===== src/core/event_cfg_pkg.sv =====
package event_cfg_pkg;

    // ------------------------------------------------------------
    // Register indices; the byte address is four times the index
    // ------------------------------------------------------------
    localparam logic [7:0]  GENERAL_IDX        = 8'h1C;
    localparam logic [7:0]  CAPTURE_COUNT_IDX  = 8'h1D;
    localparam logic [7:0]  HYSTERESIS_IDX     = 8'h1F;
    localparam logic [7:0]  HIGH_THRESHOLD_IDX = 8'h21;
    localparam logic [7:0]  LOW_THRESHOLD_IDX  = 8'h23;
    localparam logic [7:0]  OFFSET_IDX         = 8'h25;
    localparam logic [7:0]  STATUS_IDX         = 8'h30;
    localparam logic [7:0]  STATUS_CLEAR_IDX   = 8'h31;
    localparam logic [7:0]  IRQ_ENABLE_IDX     = 8'h32;

    // ------------------------------------------------------------
    // Field positions and widths
    // ------------------------------------------------------------
    localparam int unsigned EVENT_EN_BIT       = 7;
    localparam int unsigned HIGH_ROUTE_BIT     = 6;
    localparam int unsigned LOW_ROUTE_BIT      = 5;
    localparam int unsigned CNV_ERR_ROUTE_BIT  = 4;
    localparam int unsigned FIFO_MODE_LSB      = 0;
    localparam int unsigned FIFO_MODE_W        = 2;
    localparam int unsigned CAPTURE_W          = 15;
    localparam int unsigned HYSTERESIS_W       = 11;
    localparam int unsigned THRESHOLD_W        = 12;
    localparam int unsigned OFFSET_W           = 12;

    // ------------------------------------------------------------
    // Reset values and limits
    // ------------------------------------------------------------
    localparam logic [7:0]  GENERAL_RESET      = 8'h00;
    localparam logic [14:0] CAPTURE_RESET      = 15'h4000;
    localparam logic [15:0] CAPTURE_MIN        = 16'h0001;
    localparam logic [15:0] CAPTURE_MAX        = 16'h4000;
    localparam logic [10:0] HYSTERESIS_RESET   = 11'h000;
    localparam logic [11:0] THRESHOLD_RESET    = 12'h000;
    localparam logic [11:0] OFFSET_RESET       = 12'h000;

    // ------------------------------------------------------------
    // Status / interrupt bits
    // ------------------------------------------------------------
    localparam int unsigned ST_HIGH            = 0;
    localparam int unsigned ST_LOW             = 1;
    localparam int unsigned ST_CNV_ERR         = 2;
    localparam int unsigned ST_EVENT_ADDR      = 3;
    localparam int unsigned STATUS_W           = 4;
    localparam logic [3:0]  STATUS_RESET       = 4'h0;

    typedef enum logic [1:0] {
        FIFO_OFF,
        FIFO_IMMEDIATE,
        FIFO_EVENT_LATEST,
        FIFO_EVENT_ALL
    } fifo_mode_t;

    typedef enum logic {
        BUS_IDLE,
        BUS_READ
    } bus_state_t;

endpackage


===== src/core/sticky_flag.sv =====
`timescale 1ns/1ps
module sticky_flag (
    input  wire logic hclk,
    input  wire logic hresetn,
    input  wire logic set,
    input  wire logic clear,
    output logic      flag
);
    // Set wins so an event in the clearing cycle survives
    always_ff @(posedge hclk or negedge hresetn) begin
        if (!hresetn) begin
            flag <= 1'b0;
        end else if (set) begin
            flag <= 1'b1;
        end else if (clear) begin
            flag <= 1'b0;
        end
    end
endmodule


===== src/core/limit_detector.sv =====
`timescale 1ns/1ps
module limit_detector #(
    parameter bit UPPER = 1'b1
) (
    input  wire logic              hclk,
    input  wire logic              hresetn,
    input  wire logic              enable,
    input  wire logic              sample_valid,
    input  wire logic signed [11:0] sample,
    input  wire logic signed [11:0] limit,
    input  wire logic [10:0]       hysteresis,
    output logic                   detect
);
    logic signed [13:0] s_ext;
    logic signed [13:0] l_ext;
    logic signed [13:0] h_ext;
    logic               trip;
    logic               release_lvl;

    assign s_ext = 14'(sample);
    assign l_ext = 14'(limit);
    assign h_ext = $signed({3'b000, hysteresis});
    // Wide arithmetic: limit plus hysteresis may leave the 12-bit range
    assign trip        = UPPER ? (s_ext > l_ext) : (s_ext < l_ext);
    assign release_lvl = UPPER ? (s_ext < l_ext - h_ext) : (s_ext > l_ext + h_ext);

    always_ff @(posedge hclk or negedge hresetn) begin
        if (!hresetn) begin
            detect <= 1'b0;
        end else if (!enable) begin
            detect <= 1'b0;
        end else if (sample_valid && trip) begin
            detect <= 1'b1;
        end else if (sample_valid && release_lvl) begin
            detect <= 1'b0;
        end
    end
endmodule


===== src/core/event_fifo_config_regs.sv =====
`timescale 1ns/1ps
module event_fifo_config_regs (
    input  wire logic        hclk,
    input  wire logic        hresetn,
    input  wire logic        hsel,
    input  wire logic [31:0] haddr,
    input  wire logic [1:0]  htrans,
    input  wire logic        hwrite,
    input  wire logic [2:0]  hsize,
    input  wire logic [31:0] hwdata,
    input  wire logic        hready,
    output logic [31:0]      hrdata,
    output logic             hreadyout,
    output logic             hresp,
    input  wire logic        result_valid,
    input  wire logic [11:0] result_data,
    input  wire logic        conversion_error,
    input  wire logic        capture_done,
    input  wire logic [14:0] fifo_event_addr,
    output logic             event_detect_enable,
    output logic             high_detect,
    output logic             low_detect,
    output logic             fifo_high_event,
    output logic             fifo_low_event,
    output logic [1:0]       fifo_mode,
    output logic [14:0]      capture_count,
    output logic [10:0]      hysteresis,
    output logic [11:0]      upper_limit_value,
    output logic [11:0]      lower_limit_value,
    output logic [11:0]      offset_coeff,
    output logic             alert_n,
    output logic             irq
);

    // ------------------------------------------------------------
    // Bus front end
    // ------------------------------------------------------------
    event_cfg_pkg::bus_state_t bus_state;
    logic        addr_phase;
    logic        wr_pend;
    logic [7:0]  wr_idx;
    logic [7:0]  rd_idx;
    logic        wr_en;
    logic [31:0] read_word;

    assign addr_phase = hsel && hready && htrans[1];
    assign wr_en      = wr_pend;

    // Only whole-word accesses are expected; hsize is not checked
    always_ff @(posedge hclk or negedge hresetn) begin
        if (!hresetn) begin
            wr_pend <= 1'b0;
            wr_idx  <= 8'h00;
        end else begin
            wr_pend <= addr_phase && hwrite;
            if (addr_phase && hwrite) begin
                wr_idx <= haddr[9:2];
            end
        end
    end

    // One wait state on reads so hrdata is a flop and sees prior writes
    always_ff @(posedge hclk or negedge hresetn) begin
        if (!hresetn) begin
            bus_state <= event_cfg_pkg::BUS_IDLE;
            hreadyout <= 1'b1;
            hrdata    <= 32'h00000000;
            rd_idx    <= 8'h00;
        end else begin
            unique case (bus_state)
                event_cfg_pkg::BUS_IDLE: begin
                    if (addr_phase && !hwrite) begin
                        bus_state <= event_cfg_pkg::BUS_READ;
                        hreadyout <= 1'b0;
                        rd_idx    <= haddr[9:2];
                    end
                end
                event_cfg_pkg::BUS_READ: begin
                    bus_state <= event_cfg_pkg::BUS_IDLE;
                    hreadyout <= 1'b1;
                    hrdata    <= read_word;
                end
            endcase
        end
    end

    always_ff @(posedge hclk or negedge hresetn) begin
        if (!hresetn) begin
            hresp <= 1'b0;
        end else begin
            hresp <= 1'b0;
        end
    end

    // ------------------------------------------------------------
    // General control register
    // ------------------------------------------------------------
    logic high_detect_route;
    logic low_detect_route;
    logic conversion_error_route;
    logic mode_write;

    assign mode_write = wr_en && (wr_idx == event_cfg_pkg::GENERAL_IDX);

    always_ff @(posedge hclk or negedge hresetn) begin
        if (!hresetn) begin
            event_detect_enable    <= event_cfg_pkg::GENERAL_RESET[event_cfg_pkg::EVENT_EN_BIT];
            high_detect_route      <= event_cfg_pkg::GENERAL_RESET[event_cfg_pkg::HIGH_ROUTE_BIT];
            low_detect_route       <= event_cfg_pkg::GENERAL_RESET[event_cfg_pkg::LOW_ROUTE_BIT];
            conversion_error_route <=
                event_cfg_pkg::GENERAL_RESET[event_cfg_pkg::CNV_ERR_ROUTE_BIT];
            fifo_mode              <= event_cfg_pkg::GENERAL_RESET[1:0];
        end else if (mode_write) begin
            event_detect_enable    <= hwdata[event_cfg_pkg::EVENT_EN_BIT];
            high_detect_route      <= hwdata[event_cfg_pkg::HIGH_ROUTE_BIT];
            low_detect_route       <= hwdata[event_cfg_pkg::LOW_ROUTE_BIT];
            conversion_error_route <= hwdata[event_cfg_pkg::CNV_ERR_ROUTE_BIT];
            fifo_mode              <= hwdata[event_cfg_pkg::FIFO_MODE_LSB +: 2];
        end
    end

    // ------------------------------------------------------------
    // Capture count with clipping
    // ------------------------------------------------------------
    logic        count_write;
    logic [15:0] count_in;

    assign count_write = wr_en && (wr_idx == event_cfg_pkg::CAPTURE_COUNT_IDX);
    assign count_in    = hwdata[15:0];

    always_ff @(posedge hclk or negedge hresetn) begin
        if (!hresetn) begin
            capture_count <= event_cfg_pkg::CAPTURE_RESET;
        end else if (count_write) begin
            if (count_in < event_cfg_pkg::CAPTURE_MIN) begin
                capture_count <= event_cfg_pkg::CAPTURE_MIN[14:0];
            end else if (count_in > event_cfg_pkg::CAPTURE_MAX) begin
                capture_count <= event_cfg_pkg::CAPTURE_MAX[14:0];
            end else begin
                capture_count <= count_in[14:0];
            end
        end
    end

    // In FIFO_EVENT_ALL mode the event location is latched when the capture completes after the event
    logic        event_addr_valid;
    logic [14:0] event_addr;
    logic        whole_fifo_mode;

    assign whole_fifo_mode =
        (event_cfg_pkg::fifo_mode_t'(fifo_mode) == event_cfg_pkg::FIFO_EVENT_ALL);

    always_ff @(posedge hclk or negedge hresetn) begin
        if (!hresetn) begin
            event_addr_valid <= 1'b0;
            event_addr       <= 15'h0000;
        end else if (whole_fifo_mode && capture_done) begin
            event_addr_valid <= 1'b1;
            event_addr       <= fifo_event_addr;
        end else if (count_write || mode_write) begin
            // A new count or mode arms a fresh capture
            event_addr_valid <= 1'b0;
        end
    end

    // ------------------------------------------------------------
    // Threshold, hysteresis and offset registers
    // ------------------------------------------------------------
    always_ff @(posedge hclk or negedge hresetn) begin
        if (!hresetn) begin
            hysteresis <= event_cfg_pkg::HYSTERESIS_RESET;
        end else if (wr_en && (wr_idx == event_cfg_pkg::HYSTERESIS_IDX)) begin
            hysteresis <= hwdata[10:0];
        end
    end

    always_ff @(posedge hclk or negedge hresetn) begin
        if (!hresetn) begin
            upper_limit_value <= event_cfg_pkg::THRESHOLD_RESET;
        end else if (wr_en && (wr_idx == event_cfg_pkg::HIGH_THRESHOLD_IDX)) begin
            upper_limit_value <= hwdata[11:0];
        end
    end

    always_ff @(posedge hclk or negedge hresetn) begin
        if (!hresetn) begin
            lower_limit_value <= event_cfg_pkg::THRESHOLD_RESET;
        end else if (wr_en && (wr_idx == event_cfg_pkg::LOW_THRESHOLD_IDX)) begin
            lower_limit_value <= hwdata[11:0];
        end
    end

    // Coefficient is handed to the correction stage outside this block
    always_ff @(posedge hclk or negedge hresetn) begin
        if (!hresetn) begin
            offset_coeff <= event_cfg_pkg::OFFSET_RESET;
        end else if (wr_en && (wr_idx == event_cfg_pkg::OFFSET_IDX)) begin
            offset_coeff <= hwdata[11:0];
        end
    end

    // ------------------------------------------------------------
    // Detection
    // ------------------------------------------------------------
    limit_detector #(
        .UPPER (1'b1)
    ) u_high (
        .hclk         (hclk),
        .hresetn      (hresetn),
        .enable       (event_detect_enable),
        .sample_valid (result_valid),
        .sample       ($signed(result_data)),
        .limit        ($signed(upper_limit_value)),
        .hysteresis   (hysteresis),
        .detect       (high_detect)
    );

    limit_detector #(
        .UPPER (1'b0)
    ) u_low (
        .hclk         (hclk),
        .hresetn      (hresetn),
        .enable       (event_detect_enable),
        .sample_valid (result_valid),
        .sample       ($signed(result_data)),
        .limit        ($signed(lower_limit_value)),
        .hysteresis   (hysteresis),
        .detect       (low_detect)
    );

    logic high_routed;
    logic low_routed;
    logic error_routed;

    assign high_routed  = high_detect && high_detect_route;
    assign low_routed   = low_detect && low_detect_route;
    assign error_routed = conversion_error && conversion_error_route;

    // Conversion errors never feed the FIFO trigger
    always_ff @(posedge hclk or negedge hresetn) begin
        if (!hresetn) begin
            fifo_high_event <= 1'b0;
            fifo_low_event  <= 1'b0;
        end else begin
            fifo_high_event <= high_routed;
            fifo_low_event  <= low_routed;
        end
    end

    // Alert pin: low while any routed condition is present
    always_ff @(posedge hclk or negedge hresetn) begin
        if (!hresetn) begin
            alert_n <= 1'b1;
        end else begin
            alert_n <= !(high_routed || low_routed || error_routed);
        end
    end

    // ------------------------------------------------------------
    // Status, clear and interrupt enable
    // ------------------------------------------------------------
    logic [3:0] status;
    logic [3:0] status_set;
    logic [3:0] status_clr;
    logic [3:0] irq_enable;

    assign status_set[event_cfg_pkg::ST_HIGH]       = high_routed;
    assign status_set[event_cfg_pkg::ST_LOW]        = low_routed;
    assign status_set[event_cfg_pkg::ST_CNV_ERR]    = error_routed;
    assign status_set[event_cfg_pkg::ST_EVENT_ADDR] = whole_fifo_mode && capture_done;
    assign status_clr = (wr_en && (wr_idx == event_cfg_pkg::STATUS_CLEAR_IDX)) ?
                        hwdata[3:0] : 4'h0;

    for (genvar i = 0; i < event_cfg_pkg::STATUS_W; i++) begin : g_status
        sticky_flag u_flag (
            .hclk    (hclk),
            .hresetn (hresetn),
            .set     (status_set[i]),
            .clear   (status_clr[i]),
            .flag    (status[i])
        );
    end

    always_ff @(posedge hclk or negedge hresetn) begin
        if (!hresetn) begin
            irq_enable <= event_cfg_pkg::STATUS_RESET;
        end else if (wr_en && (wr_idx == event_cfg_pkg::IRQ_ENABLE_IDX)) begin
            irq_enable <= hwdata[3:0];
        end
    end

    always_ff @(posedge hclk or negedge hresetn) begin
        if (!hresetn) begin
            irq <= 1'b0;
        end else begin
            irq <= |(status & irq_enable);
        end
    end

    // ------------------------------------------------------------
    // Read mux; reserved bits and unmapped words read as zero
    // ------------------------------------------------------------
    always_comb begin
        read_word = 32'h00000000;
        unique case (rd_idx)
            event_cfg_pkg::GENERAL_IDX: begin
                read_word[event_cfg_pkg::EVENT_EN_BIT]      = event_detect_enable;
                read_word[event_cfg_pkg::HIGH_ROUTE_BIT]    = high_detect_route;
                read_word[event_cfg_pkg::LOW_ROUTE_BIT]     = low_detect_route;
                read_word[event_cfg_pkg::CNV_ERR_ROUTE_BIT] = conversion_error_route;
                read_word[1:0]                              = fifo_mode;
            end
            event_cfg_pkg::CAPTURE_COUNT_IDX: begin
                read_word[14:0] = (whole_fifo_mode && event_addr_valid) ?
                                  event_addr : capture_count;
            end
            event_cfg_pkg::HYSTERESIS_IDX: begin
                read_word[10:0] = hysteresis;
            end
            event_cfg_pkg::HIGH_THRESHOLD_IDX: begin
                read_word[11:0] = upper_limit_value;
            end
            event_cfg_pkg::LOW_THRESHOLD_IDX: begin
                read_word[11:0] = lower_limit_value;
            end
            event_cfg_pkg::OFFSET_IDX: begin
                read_word[11:0] = offset_coeff;
            end
            event_cfg_pkg::STATUS_IDX: begin
                read_word[3:0] = status;
            end
            event_cfg_pkg::IRQ_ENABLE_IDX: begin
                read_word[3:0] = irq_enable;
            end
            default: begin
                read_word = 32'h00000000;
            end
        endcase
    end

endmodule


===== config.mk =====
export PLATFORM = sky130hd
export DESIGN_NAME = event_fifo_config_regs
export DESIGN_NICKNAME = d
export VERILOG_FILES = /design/src/core/event_cfg_pkg.sv /design/src/core/sticky_flag.sv /design/src/core/limit_detector.sv /design/src/core/event_fifo_config_regs.sv
export SDC_FILE = /design/constraint.sdc
export NUM_CORES = 1
export LEC_CHECK = 0
export ABC_AREA = 1
export BUFFER_PORTS_ARGS = -buffer_cell sky130_fd_sc_hd__clkbuf_2
export CORE_MARGIN = 2
export CORE_UTILIZATION = 54
export DETAILED_ROUTE_END_ITERATION = 10
export GPL_TIMING_DRIVEN = 0
export PLACE_DENSITY = 0.81
export SYNTH_ARGS = -nofsm -noshare
export SYNTH_HDL_FRONTEND = slang
export SYNTH_SLANG_ARGS = --single-unit
export TNS_END_PERCENT = 5

===== constraint.sdc =====
create_clock -name hclk -period 3.8 [get_ports hclk]
set_input_delay 0.38 -clock hclk [delete_from_list [all_inputs] [get_ports hclk]]
set_output_delay 0.38 -clock hclk [all_outputs]
set_load 0.02 [all_outputs]

==> out/summary.txt <==
CTS Buf Count - 17
Startpoint type of the worst setup path - register
Slew Limit Fails - 0
Core Area - 15090 sq um
Worst-path clk slew - 0.06 ns
Maximum number of pins on one net before global-route repair - 101
Setup Fix Bufs, Post-CTS - 0
Htree depth - 4
Root buf cell - clkbuf_16
Clock sink total - 132
WP data required - 4.14 ns
Final period util - 0.8506
Post-Syn Instances - 1047
Sequential share of the synthesized area - 0.4009
# rows - 45
Total Negative Setup Slacks - 0 ns
DRT Wirelength - 23.51 mm
Crit Path Max Fanout - 4
Mux cell area share after synthesis - 0.02290
DIE WIDTH - 127.6 um
Die Y - 127.6 um
Clock Skew - 0.007580 ns
Skew-Pair Late Insertion Delay - 0.42 ns
Hold crit path type - input pin to register
Crit Path Class - register to register
Vias in the first global route - 7693
Post-DP HPWL - 18.23 mm
Die ar. - 16280 sq um
Hold Fails Final Rpt - 0
P&R area growth vs syn - 20.57%
Total gr overflow - 0
Netlist cell types - 46
Pleak - 5.615 nW
Via density per instance - 5.510
Nets - 1407
First-pass DRT Iterations - 6
I/O pin count - 209
First-pass GRT wire length - 38.08 mm
Drt wl/cell - 16.43 um
Share of layout cells above drive strength 1 - 0.2092
Synth Register Bits - 132
PwrDens - 486.2 nW/um^2
Gpl congestion - 0.9113
CTS tree - yes
Post-Synth Adder-Cell Area - 0.1110
Initial Utilization - 0.5467
Synth Warn # - 0
Final ANT Viol Nets - 0
Power, Total - 4.836 mW
Crit path DAT - 3.57 ns
Post-synthesis simple-gate area fraction - 0.2416
Compound-Gate Fraction of Synth Area - 0.1151
Slew @ Worst Pin - 0.6116 ns
Mean Syn Cell Area - 7.879 sq um
Slew margin rel. - 0.5922
GR Util All Layers - 0.2989
Final instance area - 9946 sq um
PortBufs - 146
Clock buffer depth - 2
Initial antenna violation count - 0
Largest family of logic cells by synthesized area - simple AND/OR/NAND/NOR gates
Setup violators final - 0
Vias - 7885
Placed cell areas - 9315 sq um
Peak VDD IR - 407.7 uV
Crit path capture type - register
Post-synthesis cell area - 8249 sq um
Antenna cells - 0
Unrepaired setup endpoints after global routing - no
DR iter-0 viols - 767
Status - finished, final reports clean
DRC - 0
Post-Synth XOR/XNOR Area - 0.01911
Maxcap violations - 0
Min Clock Period, post-route - 3.232 ns
Max Fclk - 0.3094 GHz
==> timing repair <==
item                                    4_1_cts  5_1_grt
endpoints found under the hold margin        31        0
hold buffers                                  1        0
gates resized for setup                       0        0
endpoints found under the setup margin        0        0
==> cell type report <==
type	count	area, sq um
timing repair buffer	148	777.0
tap	188	235.2
sequential	132	3307
clock inverter	8	122.6
clock buffer	23	498.0
buffer	41	264.0
inverter	125	469.2
fill	1270	5144
multi-input combinational	766	4273
==> routing by layer <==
layer | vias up | wire length, um | global-route usage
met5 | - | 0 | 0
met4 | 0 | 673 | 0.1080
met3 | 58 | 1770 | 0.06240
met2 | 343 | 11370 | 0.5052
met1 | 3730 | 9703 | 0.3813
li1 | 3754 | - | -
==> cell usage in the layout (no fill, tap or decap), types with 10 or more instances in the layout <==
master     Yosys  final
a21oi_1       46     46
buf_4         22     22
clkbuf_16      0     17
clkbuf_2       1    146
conb_1         1     18
dfrtp_1      129    129
ha_1          70     70
inv_1        118    118
mux2_2        15     15
nand2_1      307    307
nand3_1       51     51
nand4_1       11     11
nor2_1        58     58
nor3_1        10     10
o21ai_0       83     83
o21ai_1       23     23
xor2_1        11     11
==> stage by stage <==
| stage | utilization | setup WS (ns) | hold WS, ns | std cells |
|---|---|---|---|---|
| global placement | 0.6149 | 0.3220 | 0.4561 | 1398 |
| detailed placement | 0.6173 | 0.6422 | 0.2989 | 1399 |
| global route | 0.6591 | 0.3085 | 0.1958 | 1431 |
| finish | 0.6591 | 0.5679 | 0.1815 | 1431 |
| floorplan | - | 1.067 | 0.08441 | 1064 |
| CTS | 0.6591 | 0.6124 | 0.1832 | 1431 |
==> cells in the mapped netlist (all sizes together) <==
| cell | count | area share |
|---|---|---|
| mux2i | 2 | 0.0024 |
| nand2 | 311 | 0.14 |
| dfrtp | 129 | 0.39 |
| ha | 70 | 0.11 |
| xor2 | 11 | 0.012 |
| nor3 | 15 | 0.014 |
| inv | 125 | 0.057 |
| o22ai | 9 | 0.0068 |
| nor4 | 1 | 0.0015 |
| fa | 2 | 0.0049 |
| clkbuf | 8 | 0.0038 |
| dfstp | 3 | 0.0096 |
| o211ai | 4 | 0.0036 |
| or2 | 1 | 0.00076 |
| nor2 | 65 | 0.034 |
| nand4 | 12 | 0.0099 |
| o221ai | 2 | 0.0021 |
| o21ai | 107 | 0.065 |
| buf | 33 | 0.028 |
| conb | 1 | 0.00045 |
| a21oi | 46 | 0.028 |
| o21a | 1 | 0.00091 |
| nand3b | 2 | 0.0018 |
| a22oi | 1 | 0.00091 |
| nand3 | 55 | 0.036 |
| o31ai | 1 | 0.00091 |
| xnor2 | 7 | 0.0074 |
| a21o | 3 | 0.0027 |
| o2bb2ai | 1 | 0.0011 |
| mux2 | 15 | 0.020 |
| and3 | 1 | 0.00076 |
| o21bai | 3 | 0.0027 |
==> path summary, 6_finish.rpt <==
path	start	end	slack, ns	cells after the start
max	lower_limit_value[2]$_DFFE_PN0P_	u_low.detect$_DFFE_PN0P_	0.57	17
min	haddr[8]	wr_idx[6]$_DFFE_PN0P_	0.18	3
max reg2reg	lower_limit_value[2]$_DFFE_PN0P_	u_low.detect$_DFFE_PN0P_	0.57	17
min reg2reg	hrdata[1]$_DFFE_PN0P_	hrdata[1]$_DFFE_PN0P_	0.48	2
max in group asynchronous	hresetn	capture_count[14]$_DFFE_PN1P_	2.61	3
min in group asynchronous	hresetn	irq$_DFF_PN0_	0.42	2
==> power breakdown <==
group | leakage [nW] | switching (mW) | internal [mW] | total, mW
logic | 3.95 | 0.882 | 0.528 | 1.41
clock network | 0.297 | 0.603 | 1.11 | 1.72
registers | 1.37 | 0.156 | 1.55 | 1.71
total | 5.62 | 1.64 | 3.20 | 4.84
==> cell families after synthesis <==
family                     count (synthesis)
xor gates and xnor gates                  18
adders and majority gates                 72
DFF                                      132
muxes                                     17
buffers and inverters                    166
and+or+nand+nor                          463
AOI/OAI and AO/OA                        178
other                                      1
==> state kept, by name, summed over array words and instances, names as in the netlist, 8 cells and up <==
| signal | count |
|---|---|
| capture_count | 15 |
| lower_limit_value | 12 |
| event_addr | 15 |
| offset_coeff | 12 |
| hysteresis | 11 |
| upper_limit_value | 12 |
| wr_idx | 8 |
| hrdata | 15 |
| rd_idx | 8 |
==> worst max-delay path, stage by stage (launching register included) <==
cell,delay [ns]
dfrtp_1,0.44
ha_1,0.36
a21oi_1,0.23
o21ai_0,0.19
a21oi_1,0.36
o21ai_0,0.18
xor2_1,0.17
ha_1,0.29
nand2_1,0.06
nor2_1,0.19
nand2_1,0.08
nor2_1,0.09
nand2_1,0.08
nand2_1,0.07
nand2_1,0.04
nand3_1,0.13
nand2_1,0.07
a21oi_1,0.12
(Power assumes the default switching activity.)
